==> config.mk <==
export PLATFORM = sky130hd
export DESIGN_NAME = mpw_top
export DESIGN_NICKNAME = d
export VERILOG_FILES = /design/src/rtl/mpw_pkg.sv /design/src/rtl/mpw_top.sv
export VERILOG_INCLUDE_DIRS = /design/src /design/src/rtl
export SDC_FILE = /design/constraint.sdc
export NUM_CORES = 1
export LEC_CHECK = 0
export BUFFER_PORTS_ARGS = -buffer_cell sky130_fd_sc_hd__buf_2
export CAP_MARGIN = 20
export CORE_AREA = 2 2 216 133
export CTS_BUF_LIST = sky130_fd_sc_hd__clkbuf_2 sky130_fd_sc_hd__clkbuf_4 sky130_fd_sc_hd__clkbuf_8
export CTS_CLUSTER_SIZE = 40
export DETAILED_ROUTE_END_ITERATION = 12
export DIE_AREA = 0 0 218 135
export PLACE_DENSITY_LB_ADDON = 0.12
export SYNTH_ARGS = -nofsm -noshare
export SYNTH_HDL_FRONTEND = slang
export SYNTH_SLANG_ARGS = --single-unit
==> constraint.sdc <==
create_clock -name i_sys_clk -period 2.1 [get_ports i_sys_clk]
set_input_delay 0.42 -clock i_sys_clk [delete_from_list [all_inputs] [get_ports i_sys_clk]]
set_output_delay 0.42 -clock i_sys_clk [all_outputs]
set_load 0.03 [all_outputs]
==> src/rtl/mpw_defs.svh <==
`ifndef MPW_DEFS_SVH
`define MPW_DEFS_SVH
// register byte offsets, one aligned 32-bit word each
`define MPW_OFS_CTRL 8'h00
`define MPW_OFS_PERIOD 8'h04
`define MPW_OFS_SEVT 8'h08
`define MPW_OFS_KEY 8'h0C
`define MPW_OFS_STATUS 8'h10
`define MPW_OFS_DUTY0 8'h20
`define MPW_OFS_TRIG0 8'h30
`define MPW_OFS_OVR0 8'h40
`define MPW_OFS_FLT0 8'h50
// unlock keys
`define MPW_KEY_FIRST 16'hABCD
`define MPW_KEY_SECOND 16'h4321
// fault mode field codes
`define MPW_FMODE_LATCH 2'b00
`define MPW_FMODE_CYCLE 2'b01
`define MPW_FMODE_OFF 2'b11
// reset values
`define MPW_RST_PERIOD 16'hFFF8
`define MPW_RST_FLT 5'h0_0
// control register field positions
`define MPW_CTRL_EN 0
`define MPW_CTRL_SYNCEN 1
`define MPW_CTRL_SYNCOEN 2
`define MPW_CTRL_SYNCPOL 3
`define MPW_CTRL_PS_LSB 4
// status register field positions
`define MPW_STAT_LATCH_LSB 0
`define MPW_STAT_LOCK_LSB 4
`define MPW_STAT_BLOCKED 6
`endif

==> src/rtl/mpw_pkg.sv <==
package mpw_pkg;
   // unlock sequencer states
   typedef enum logic [1:0] {
      LK_IDLE,
      LK_KEY1,
      LK_OPEN
   } mpw_lock_state_type;
   // fault and current-limit control fields, per generator
   typedef struct packed {
      logic safe_low;
      logic safe_high;
      logic cl_en;
      logic [1:0] fault_mode_field;
   } mpw_flt_ctrl_type;
   // output override fields, per generator
   typedef struct packed {
      logic ovr_low_val;
      logic ovr_high_val;
      logic ovr_low_en;
      logic ovr_high_en;
   } mpw_ovr_ctrl_type;
endpackage

==> src/rtl/mpw_top.sv <==
// Design decisions made here: the placing of the registers and the Avalon-MM slave port.
`include "mpw_defs.svh"
// Contract
// - three generators, each a high/low pair
// - edges placed at one clock, finer than 8.32ns
// - one master time base aligns all generators
// - enabled faults and limits force safe outputs
// - each generator triggers ADC at programmed count
// - special event trigger from master time base
// - external sync input restarts master time base
// - sync output pin driven from time base
// - class B fault always owned, every reset
// - class B fault latched and active after reset
// - fault mode field writable whatever the pin level
// - override and fault control are write protected
// - protected writes without unlock are blocked
// - config bit one enables protection, zero disables
// - only the very next access is unlocked
// - one unlock admits exactly one protected write
module mpw_top #(
   parameter int NGEN = 3 // generator count
) (
   input wire logic i_sys_clk, // 200 MHz clock
   input wire logic i_rstn, // async reset, active low
   input wire logic [7:0] i_avs_address, // byte address
   input wire logic i_avs_read, // read request
   input wire logic i_avs_write, // write request
   input wire logic [3:0] i_avs_byteenable, // write lanes
   input wire logic [31:0] i_avs_writedata, // write data
   output logic [31:0] o_avs_readdata, // read data
   output logic o_avs_waitrequest, // stall
   input wire logic i_write_protect_cfg_bit, // config option bit
   input wire logic [NGEN-1:0] i_fault_pin, // per-generator fault
   input wire logic [NGEN-1:0] i_climit_pin, // per-generator limit
   input wire logic i_class_b_fault_pin, // class B fault
   input wire logic i_ext_sync_input, // sync in pin
   output logic o_ext_sync_output, // sync out pin
   output logic [NGEN-1:0] o_gen_high_side_out, // high outputs
   output logic [NGEN-1:0] o_gen_low_side_out, // low outputs
   output logic [NGEN-1:0] o_adc_trig, // per-generator trigger
   output logic o_special_evt_trig // master trigger
);
   ////////////////////////////////////////////////////////////////
   // pin synchronisers: two flops, second stage only is read
   logic [NGEN*2+2:0] pin_s1_q, pin_s2_q; // sync stages
   logic sync_prev_q; // sync level, last cycle
   always_ff @(posedge i_sys_clk or negedge i_rstn) begin
      if (!i_rstn) begin
         pin_s1_q <= '0;
         pin_s2_q <= '0;
         sync_prev_q <= 1'b0;
      end else begin
         pin_s1_q <= {i_write_protect_cfg_bit, i_class_b_fault_pin,
                      i_ext_sync_input, i_climit_pin, i_fault_pin};
         pin_s2_q <= pin_s1_q;
         sync_prev_q <= pin_s2_q[NGEN*2];
      end
   end
   wire logic [NGEN-1:0] flt_s = pin_s2_q[NGEN-1:0]; // faults
   wire logic [NGEN-1:0] cl_s = pin_s2_q[NGEN*2-1:NGEN]; // limits
   wire logic sync_s = pin_s2_q[NGEN*2]; // sync in level
   wire logic clsb_s = pin_s2_q[NGEN*2+1]; // class B level
   wire logic lock_cfg_s = pin_s2_q[NGEN*2+2]; // protection option

   ////////////////////////////////////////////////////////////////
   // register state and avalon slave
   logic ack_q, ack_d; // answer cycle
   logic [31:0] rdata_q, rdata_d; // read data
   logic [7:0] ctrl_q, ctrl_d; // enable, sync, postscale
   logic [15:0] period_q, period_d; // time base period
   logic [15:0] sevt_q, sevt_d; // special event compare
   logic [15:0] duty_q [NGEN], duty_d [NGEN]; // duty counts
   logic [15:0] trig_q [NGEN], trig_d [NGEN]; // adc trigger counts
   mpw_pkg::mpw_ovr_ctrl_type ovr_q [NGEN], ovr_d [NGEN];
   mpw_pkg::mpw_flt_ctrl_type flt_q [NGEN], flt_d [NGEN];
   logic clsb_latch_q, clsb_latch_d; // class B latched fault
   logic [NGEN-1:0] flt_latch_q, flt_latch_d; // latched faults
   logic blocked_q, blocked_d; // sticky: protected write refused
   mpw_pkg::mpw_lock_state_type lk_q, lk_d; // unlock sequencer
   logic wrap; // time base at period end
   logic [31:0] wmask; // byte enables as a bit mask
   logic take; // access taken this edge
   logic key_wr; // write to key register
   logic prot_ok; // protected write allowed now

   // waitrequest falls one cycle after the request rises
   assign take = (i_avs_read | i_avs_write) & ack_q;
   assign o_avs_waitrequest = (i_avs_read | i_avs_write) & ~ack_q;
   assign o_avs_readdata = rdata_q;
   assign key_wr = take & i_avs_write & (i_avs_address == `MPW_OFS_KEY);
   // option bit 1 enables protection, 0 leaves registers open
   assign prot_ok = ~lock_cfg_s | (lk_q == mpw_pkg::LK_OPEN);

   always_comb begin
      for (int b = 0; b < 4; b++) begin
         wmask[b*8 +: 8] = {8{i_avs_byteenable[b]}};
      end
   end

   // merge a write into an old value under the byte mask
   function automatic logic [31:0] merge(input logic [31:0] old);
      merge = (old & ~wmask) | (i_avs_writedata & wmask);
   endfunction

   // unlock sequencer: only taken accesses move it; in idle only the first key does
   always_comb begin
      lk_d = lk_q;
      if (take) begin
         case (lk_q)
            mpw_pkg::LK_IDLE: begin
               if (key_wr && i_avs_writedata[15:0] == `MPW_KEY_FIRST) begin
                  lk_d = mpw_pkg::LK_KEY1;
               end
            end
            mpw_pkg::LK_KEY1: begin
               if (key_wr && i_avs_writedata[15:0] == `MPW_KEY_SECOND) begin
                  lk_d = mpw_pkg::LK_OPEN;
               end else begin
                  lk_d = mpw_pkg::LK_IDLE;
               end
            end
            // whatever the next access is, the window closes
            default: lk_d = mpw_pkg::LK_IDLE;
         endcase
      end
   end

   // register writes, reads and hardware-set flags
   always_comb begin
      logic [31:0] m;
      logic [NGEN-1:0] clr;
      logic clr_b;
      m = '0;
      clr = '0;
      clr_b = 1'b0;
      ack_d = (i_avs_read | i_avs_write) & ~ack_q;
      rdata_d = rdata_q;
      ctrl_d = ctrl_q;
      period_d = period_q;
      sevt_d = sevt_q;
      duty_d = duty_q;
      trig_d = trig_q;
      ovr_d = ovr_q;
      flt_d = flt_q;
      blocked_d = blocked_q;
      if (take && i_avs_write) begin
         if (i_avs_address == `MPW_OFS_CTRL) begin
            m = merge({24'h00_0000, ctrl_q});
            ctrl_d = m[7:0];
         end else if (i_avs_address == `MPW_OFS_PERIOD) begin
            m = merge({16'h0000, period_q});
            period_d = m[15:0];
         end else if (i_avs_address == `MPW_OFS_SEVT) begin
            m = merge({16'h0000, sevt_q});
            sevt_d = m[15:0];
         end else if (i_avs_address == `MPW_OFS_STATUS) begin
            m = i_avs_writedata & wmask; // write one to clear
            clr = m[`MPW_STAT_LATCH_LSB +: NGEN];
            clr_b = m[`MPW_STAT_LATCH_LSB + 3];
            blocked_d = blocked_q & ~m[`MPW_STAT_BLOCKED];
         end else begin
            for (int g = 0; g < NGEN; g++) begin
               if (i_avs_address == `MPW_OFS_DUTY0 + 8'(4 * g)) begin
                  m = merge({16'h0000, duty_q[g]});
                  duty_d[g] = m[15:0];
               end else if (i_avs_address == `MPW_OFS_TRIG0 + 8'(4 * g)) begin
                  m = merge({16'h0000, trig_q[g]});
                  trig_d[g] = m[15:0];
               end else if (i_avs_address == `MPW_OFS_OVR0 + 8'(4 * g)) begin
                  if (prot_ok) begin
                     m = merge({28'h000_0000, ovr_q[g]});
                     ovr_d[g] = m[3:0];
                  end else begin
                     blocked_d = 1'b1;
                  end
               end else if (i_avs_address == `MPW_OFS_FLT0 + 8'(4 * g)) begin
                  // fault mode takes the write whatever the class B pin
                  if (prot_ok) begin
                     m = merge({27'h000_0000, flt_q[g]});
                     flt_d[g] = m[4:0];
                  end else begin
                     blocked_d = 1'b1;
                  end
               end
            end
         end
      end
      // read mux; unmapped and key read as zero
      if (ack_d && i_avs_read) begin
         rdata_d = '0;
         if (i_avs_address == `MPW_OFS_CTRL) begin
            rdata_d[7:0] = ctrl_q;
         end else if (i_avs_address == `MPW_OFS_PERIOD) begin
            rdata_d[15:0] = period_q;
         end else if (i_avs_address == `MPW_OFS_SEVT) begin
            rdata_d[15:0] = sevt_q;
         end else if (i_avs_address == `MPW_OFS_STATUS) begin
            rdata_d[`MPW_STAT_LATCH_LSB +: NGEN] = flt_latch_q;
            rdata_d[`MPW_STAT_LATCH_LSB + 3] = clsb_latch_q;
            rdata_d[`MPW_STAT_LOCK_LSB +: 2] = lk_q;
            rdata_d[`MPW_STAT_BLOCKED] = blocked_q;
         end else begin
            for (int g = 0; g < NGEN; g++) begin
               if (i_avs_address == `MPW_OFS_DUTY0 + 8'(4 * g)) begin
                  rdata_d[15:0] = duty_q[g];
               end else if (i_avs_address == `MPW_OFS_TRIG0 + 8'(4 * g)) begin
                  rdata_d[15:0] = trig_q[g];
               end else if (i_avs_address == `MPW_OFS_OVR0 + 8'(4 * g)) begin
                  rdata_d[3:0] = ovr_q[g];
               end else if (i_avs_address == `MPW_OFS_FLT0 + 8'(4 * g)) begin
                  rdata_d[4:0] = flt_q[g];
               end
            end
         end
      end
      // latched faults: a clear only lands while the pin is low,
      // and a pin still high sets again, so the set wins
      clsb_latch_d = (clsb_latch_q & ~(clr_b & ~clsb_s)) | clsb_s;
      for (int g = 0; g < NGEN; g++) begin
         flt_latch_d[g] = (flt_latch_q[g] & ~(clr[g] & ~flt_s[g]))
            | (flt_s[g] & flt_q[g].fault_mode_field == `MPW_FMODE_LATCH);
      end
   end

   // the class B latch resets set: outputs safe until cleared
   always_ff @(posedge i_sys_clk or negedge i_rstn) begin
      if (!i_rstn) begin
         ack_q <= 1'b0;
         rdata_q <= '0;
         ctrl_q <= '0;
         period_q <= `MPW_RST_PERIOD;
         sevt_q <= '0;
         for (int g = 0; g < NGEN; g++) begin
            duty_q[g] <= '0;
            trig_q[g] <= '0;
            ovr_q[g] <= '0;
            flt_q[g] <= `MPW_RST_FLT; // latched mode
         end
         clsb_latch_q <= 1'b1;
         flt_latch_q <= '0;
         blocked_q <= 1'b0;
         lk_q <= mpw_pkg::LK_IDLE;
      end else begin
         ack_q <= ack_d;
         rdata_q <= rdata_d;
         ctrl_q <= ctrl_d;
         period_q <= period_d;
         sevt_q <= sevt_d;
         duty_q <= duty_d;
         trig_q <= trig_d;
         ovr_q <= ovr_d;
         flt_q <= flt_d;
         clsb_latch_q <= clsb_latch_d;
         flt_latch_q <= flt_latch_d;
         blocked_q <= blocked_d;
         lk_q <= lk_d;
      end
   end

   ////////////////////////////////////////////////////////////////
   // master time base, triggers and outputs
   logic [15:0] tmr_q, tmr_d; // master count, one step per clock
   logic [3:0] ps_q, ps_d; // special event postscale count
   logic cyc_q [NGEN], cyc_d [NGEN]; // cycle-by-cycle hold
   logic [NGEN-1:0] hi_d, lo_d, trg_d; // next outputs
   logic sevt_d_o, synco_d; // next trigger and sync out
   logic sync_edge; // external sync active edge

   // polarity bit makes the sync pins active low
   assign sync_edge = (sync_s ^ ctrl_q[`MPW_CTRL_SYNCPOL])
      & ~(sync_prev_q ^ ctrl_q[`MPW_CTRL_SYNCPOL]);
   assign wrap = (tmr_q >= period_q);

   always_comb begin
      logic safe;
      safe = 1'b0;
      tmr_d = tmr_q;
      ps_d = ps_q;
      sevt_d_o = 1'b0;
      synco_d = ctrl_q[`MPW_CTRL_SYNCPOL];
      hi_d = '0;
      lo_d = '0;
      trg_d = '0;
      cyc_d = cyc_q;
      if (!ctrl_q[`MPW_CTRL_EN]) begin
         tmr_d = '0;
         ps_d = '0;
      end else begin
         // one count per 5 ns clock gives sub-8.32 ns edges
         if (wrap || (ctrl_q[`MPW_CTRL_SYNCEN] && sync_edge)) begin
            tmr_d = '0;
         end else begin
            tmr_d = tmr_q + 16'h0001;
         end
         // sync out pulses at every period wrap, not on a sync restart
         synco_d = ctrl_q[`MPW_CTRL_SYNCPOL] ^
            (ctrl_q[`MPW_CTRL_SYNCOEN] & wrap);
         if (tmr_q == sevt_q) begin
            if (ps_q == ctrl_q[`MPW_CTRL_PS_LSB +: 4]) begin
               ps_d = '0;
               sevt_d_o = 1'b1;
            end else begin
               ps_d = ps_q + 4'h1;
            end
         end
      end
      for (int g = 0; g < NGEN; g++) begin
         // every pair compares against the same master count
         hi_d[g] = ctrl_q[`MPW_CTRL_EN] & (tmr_q < duty_q[g]);
         lo_d[g] = ctrl_q[`MPW_CTRL_EN] & ~hi_d[g];
         trg_d[g] = ctrl_q[`MPW_CTRL_EN] & (tmr_q == trig_q[g]);
         // cycle mode holds safe to the next period boundary
         if (flt_q[g].fault_mode_field == `MPW_FMODE_CYCLE && flt_s[g]) begin
            cyc_d[g] = 1'b1;
         end else if (wrap) begin
            cyc_d[g] = 1'b0;
         end
         if (ovr_q[g].ovr_high_en) begin
            hi_d[g] = ovr_q[g].ovr_high_val;
         end
         if (ovr_q[g].ovr_low_en) begin
            lo_d[g] = ovr_q[g].ovr_low_val;
         end
         // class B ignores mode and override: it always wins
         safe = clsb_latch_q | flt_latch_q[g] | cyc_q[g]
            | (flt_q[g].cl_en & cl_s[g]);
         if (safe) begin
            hi_d[g] = flt_q[g].safe_high;
            lo_d[g] = flt_q[g].safe_low;
         end
      end
   end

   always_ff @(posedge i_sys_clk or negedge i_rstn) begin
      if (!i_rstn) begin
         tmr_q <= '0;
         ps_q <= '0;
         for (int g = 0; g < NGEN; g++) begin
            cyc_q[g] <= 1'b0;
         end
         o_gen_high_side_out <= '0;
         o_gen_low_side_out <= '0;
         o_adc_trig <= '0;
         o_special_evt_trig <= 1'b0;
         o_ext_sync_output <= 1'b0;
      end else begin
         tmr_q <= tmr_d;
         ps_q <= ps_d;
         cyc_q <= cyc_d;
         o_gen_high_side_out <= hi_d;
         o_gen_low_side_out <= lo_d;
         o_adc_trig <= trg_d;
         o_special_evt_trig <= sevt_d_o;
         o_ext_sync_output <= synco_d;
      end
   end
endmodule // mpw_top

==> qor.csv <==
metric;value;unit
# Max-Cap Violations;0;
Critical Path AT;2.66;ns
share of cells above drive strength 1;37.45;%
vias in the first global route;10850;
H-tree depth;2;
routed vias;11120;
P_sw;2.791;mW
Slew @ Worst Pin;0.6795;ns
clk_skew;0.01987;ns
cell row count;47;
Slew HR;54.36;%
synth unique cells;74;
critical path's slowest cell;dfstp_2;
outcome;finished with violations;
largest net degree at the start of global routing;57;
number of clock sinks;240;
CTS tree;built;
CP max FO;16;
DRC violation count after routing;0;
Syn Inst Count;1258;
dpl hpwl;34.20;mm
Vias per Instance;5.912;
r2r endpoint;tmr_q[13];
f_max;460.2;MHz
final hold slack;0.1531;ns
power consumption;10.46;mW
Die Y;135;um
Detail Route Antenna Nets;0;
Startpoint Class;flop;
hold endpoint;ack_q;
width of the die;218;um
Initial Util;49.54;%
CP Cell Sequence;inv_1 -> ha_1 -> a211oi_2 -> and3_1 -> o31ai_4 -> buf_4 -> a211o_1 -> buf_12 -> nor2_1;
Final Hold Vio Count;0;
Top Family by Delay on Critical Path;compound AO/OA/AOI/OAI gates;
initial antenna violation count;2;
ant diodes;0;
drt wl/cell;24.01;um
Ys Warns;0;
Leak Pwr;8.142;nW
RSZ-0062 raised after global routing;yes;
fillers;2342;
GRT Total Usage;31.05;%
Core Area;27290;um^2
pre-CTS WS;-0.3099;ns
die area;29430;um^2
fin worst setup slack;-0.07274;ns
Top FF cell, synth;dfrtp_1;
CP max stage delay;0.56;ns
# setup viols final;19;
sequential power share;46.3;%
peak supply drop;0.5343;mV
final cycle utilization of the critical path;103.5;%
switch share;26.68;%
final instance area;16780;um^2
combinational share of power;11.2;%
gpl congestion;0.9582;
Min-Delay Startpoint;i_avs_read;
share of synthesized registers carrying an async set or reset;100.0;%
initial DRC count;1155;
worst-skew pair later-pin latency;0.57;ns
endpoint class of the critical path;flop;
fin util;61.49;%
Tmin final;2.173;ns
Final #Nets;1606;
Final Max Tran Viols;0;
CP bufs+invs;3;
drt pass-1 iters;5;
placed instance area;15490;um^2
# IOs;101;
critical path start-end classification;reg -> reg;
CP required;2.59;ns
Cell Pwr Density;623.5;nW/um^2
R2R depth;9;
hold path depth;3;
CTS Buf Count;39;
failing checks;negative setup slack;
clock root buffer;clkbuf_8;
first-pass GRT wire length;67.12;mm
HP Class;in -> reg;
GRT overflow;0;
reg2reg setup slack;-0.07;ns
Worst-path clk slew;0.07;ns
P_int;7.669;mW
Yosys reg bits;240;
# port buffers;66;
Routed WL;45.17;mm
Longest Clk Path Bufs;3;
Mapped Area;13520;um^2
register area share after synthesis;44.56;%
Clock power frac;42.5;%
number of synthesized flops with an enable pin;0;
Mapped Avg Cell Area;10.74;um^2
synthesis-to-finish area growth;24.13;%
cells in the mapped netlist (12+ instances only):
cell type / number / area, um^2
nand4_1: 27 / 168.9
a31oi_1: 24 / 150.1
dfstp_2: 14 / 367.9
buf_2: 12 / 60.06
o21ai_0: 46 / 230.2
nor2_1: 59 / 221.5
mux2i_1: 26 / 260.3
clkbuf_1: 53 / 198.9
dfrtp_1: 226 / 5655
nand2_1: 74 / 277.8
inv_1: 77 / 289.0
nor3_1: 18 / 90.09
a221oi_1: 17 / 148.9
mux2_2: 153 / 1723
buf_4: 16 / 120.1
a21o_1: 12 / 90.09
nand3_1: 28 / 140.1
ha_1: 63 / 788.3
a21oi_1: 47 / 235.2
xor2_1: 60 / 525.5
xnor2_1: 23 / 201.4
nor4_1: 14 / 87.58
power by group through the flow:
stage | combinational [mW] | clock (mW) | sequential (mW)
final | 1.17 | 4.44 | 4.85
after global routing | 1.25 | 4.71 | 4.85
after CTS | 1.14 | 4.51 | 4.84
after detailed placement | 1.12 | 0 | 4.93
after global placement | 1.10 | 0 | 4.92
after floorplan | 0.488 | 0 | 5.00
repair_timing:
action	4_1_cts	5_1_grt
hold endpoints to repair	50	0
hold buffers	10	0
pin swaps	6	13
setup endpoints to repair	29	45
buffers inserted	4	7
gates resized for setup	24	36
placed cells by master, fill, tap and decap left out, drive strengths merged, types with 8 or more instances in the layout:
cell type / n
a221oi: 17
xor2: 60
a21oi: 47
mux2: 161
a31oi: 24
o21ai: 46
nor2: 69
nand3: 28
nor3: 20
a21o: 12
nand2b: 10
mux2i: 26
ha: 63
and3: 9
xnor2: 23
dfrtp: 226
nand2: 74
dfstp: 14
dlygate4sd3: 10
nor4: 17
nor3b: 8
buf: 250
nand4: 27
inv: 77
clkbuf: 64
conb: 16
logic make-up (layout without fill, tap and decap cells):
logic type / after synthesis / in the layout / synth area share [%]
AO/OA/AOI/OAI: 217 / 217 / 10.81
XOR/XNOR: 83 / 83 / 5.378
adder cells (fa/ha/maj): 64 / 64 / 5.906
buffers and inverters: 165 / 406 / 5.267
flip-flops: 240 / 240 / 44.56
multiplexers: 192 / 192 / 16.39
other: 1 / 16 / 0.02774
AND/OR/NAND/NOR: 296 / 296 / 11.65
metal layers:
layer | vias to the layer above | global-route usage, % | part of all wire, %
met5 | - | 1.833 | 0.16
met2 | 477 | 40.28 | 39
met1 | 5606 | 48.63 | 49
met4 | 2 | 7.596 | 1.9
met3 | 67 | 10.07 | 11
li1 | 4968 | - | -
tightest hold or removal path, stage by stage:
cell	delay [ns]
buf_2	0.12
nor2_1	0.08
nor2_1	0.05
metrics by stage:
stage | setup TNS, ns | std cells
after floorplan | -1.216 | 1273
after global placement | -26.80 | 1793
after detailed placement | -26.89 | 1793
after CTS | -0.9479 | 1874
after global routing | -1.939 | 1881
final | -0.9041 | 1881
worst max-delay path by stage:
| stage | startpoint | end | cells after the start |
|---|---|---|---|
| 6_report | flop | tmr_q[13] | 9 |
| 5_1_grt | tmr_q[4] | tmr_q[12] | 9 |
| 4_1_cts | tmr_q[5] | o_gen_high_side_out[2] | 6 |
| 3_5_place_dp | i_avs_address[6] | lk_q[0] | 8 |
| 3_3_place_gp | i_avs_address[6] | lk_q[0] | 8 |
| 2_1_floorplan | i_avs_address[1] | flop | 6 |
cell type report:
cell class | instances | area [um^2] | area share [%]
clock inverters | 5 | 50.05 | 0.2983
repair buffers | 260 | 2037 | 12.14
clock buffers | 64 | 793.3 | 4.728
well taps | 367 | 459.2 | 2.737
inverters | 77 | 289.0 | 1.723
flip-flops and latches | 240 | 6038 | 35.99
multi-input cells | 868 | 7112 | 42.39
Note: power is estimated with default switching activity, not from simulation.
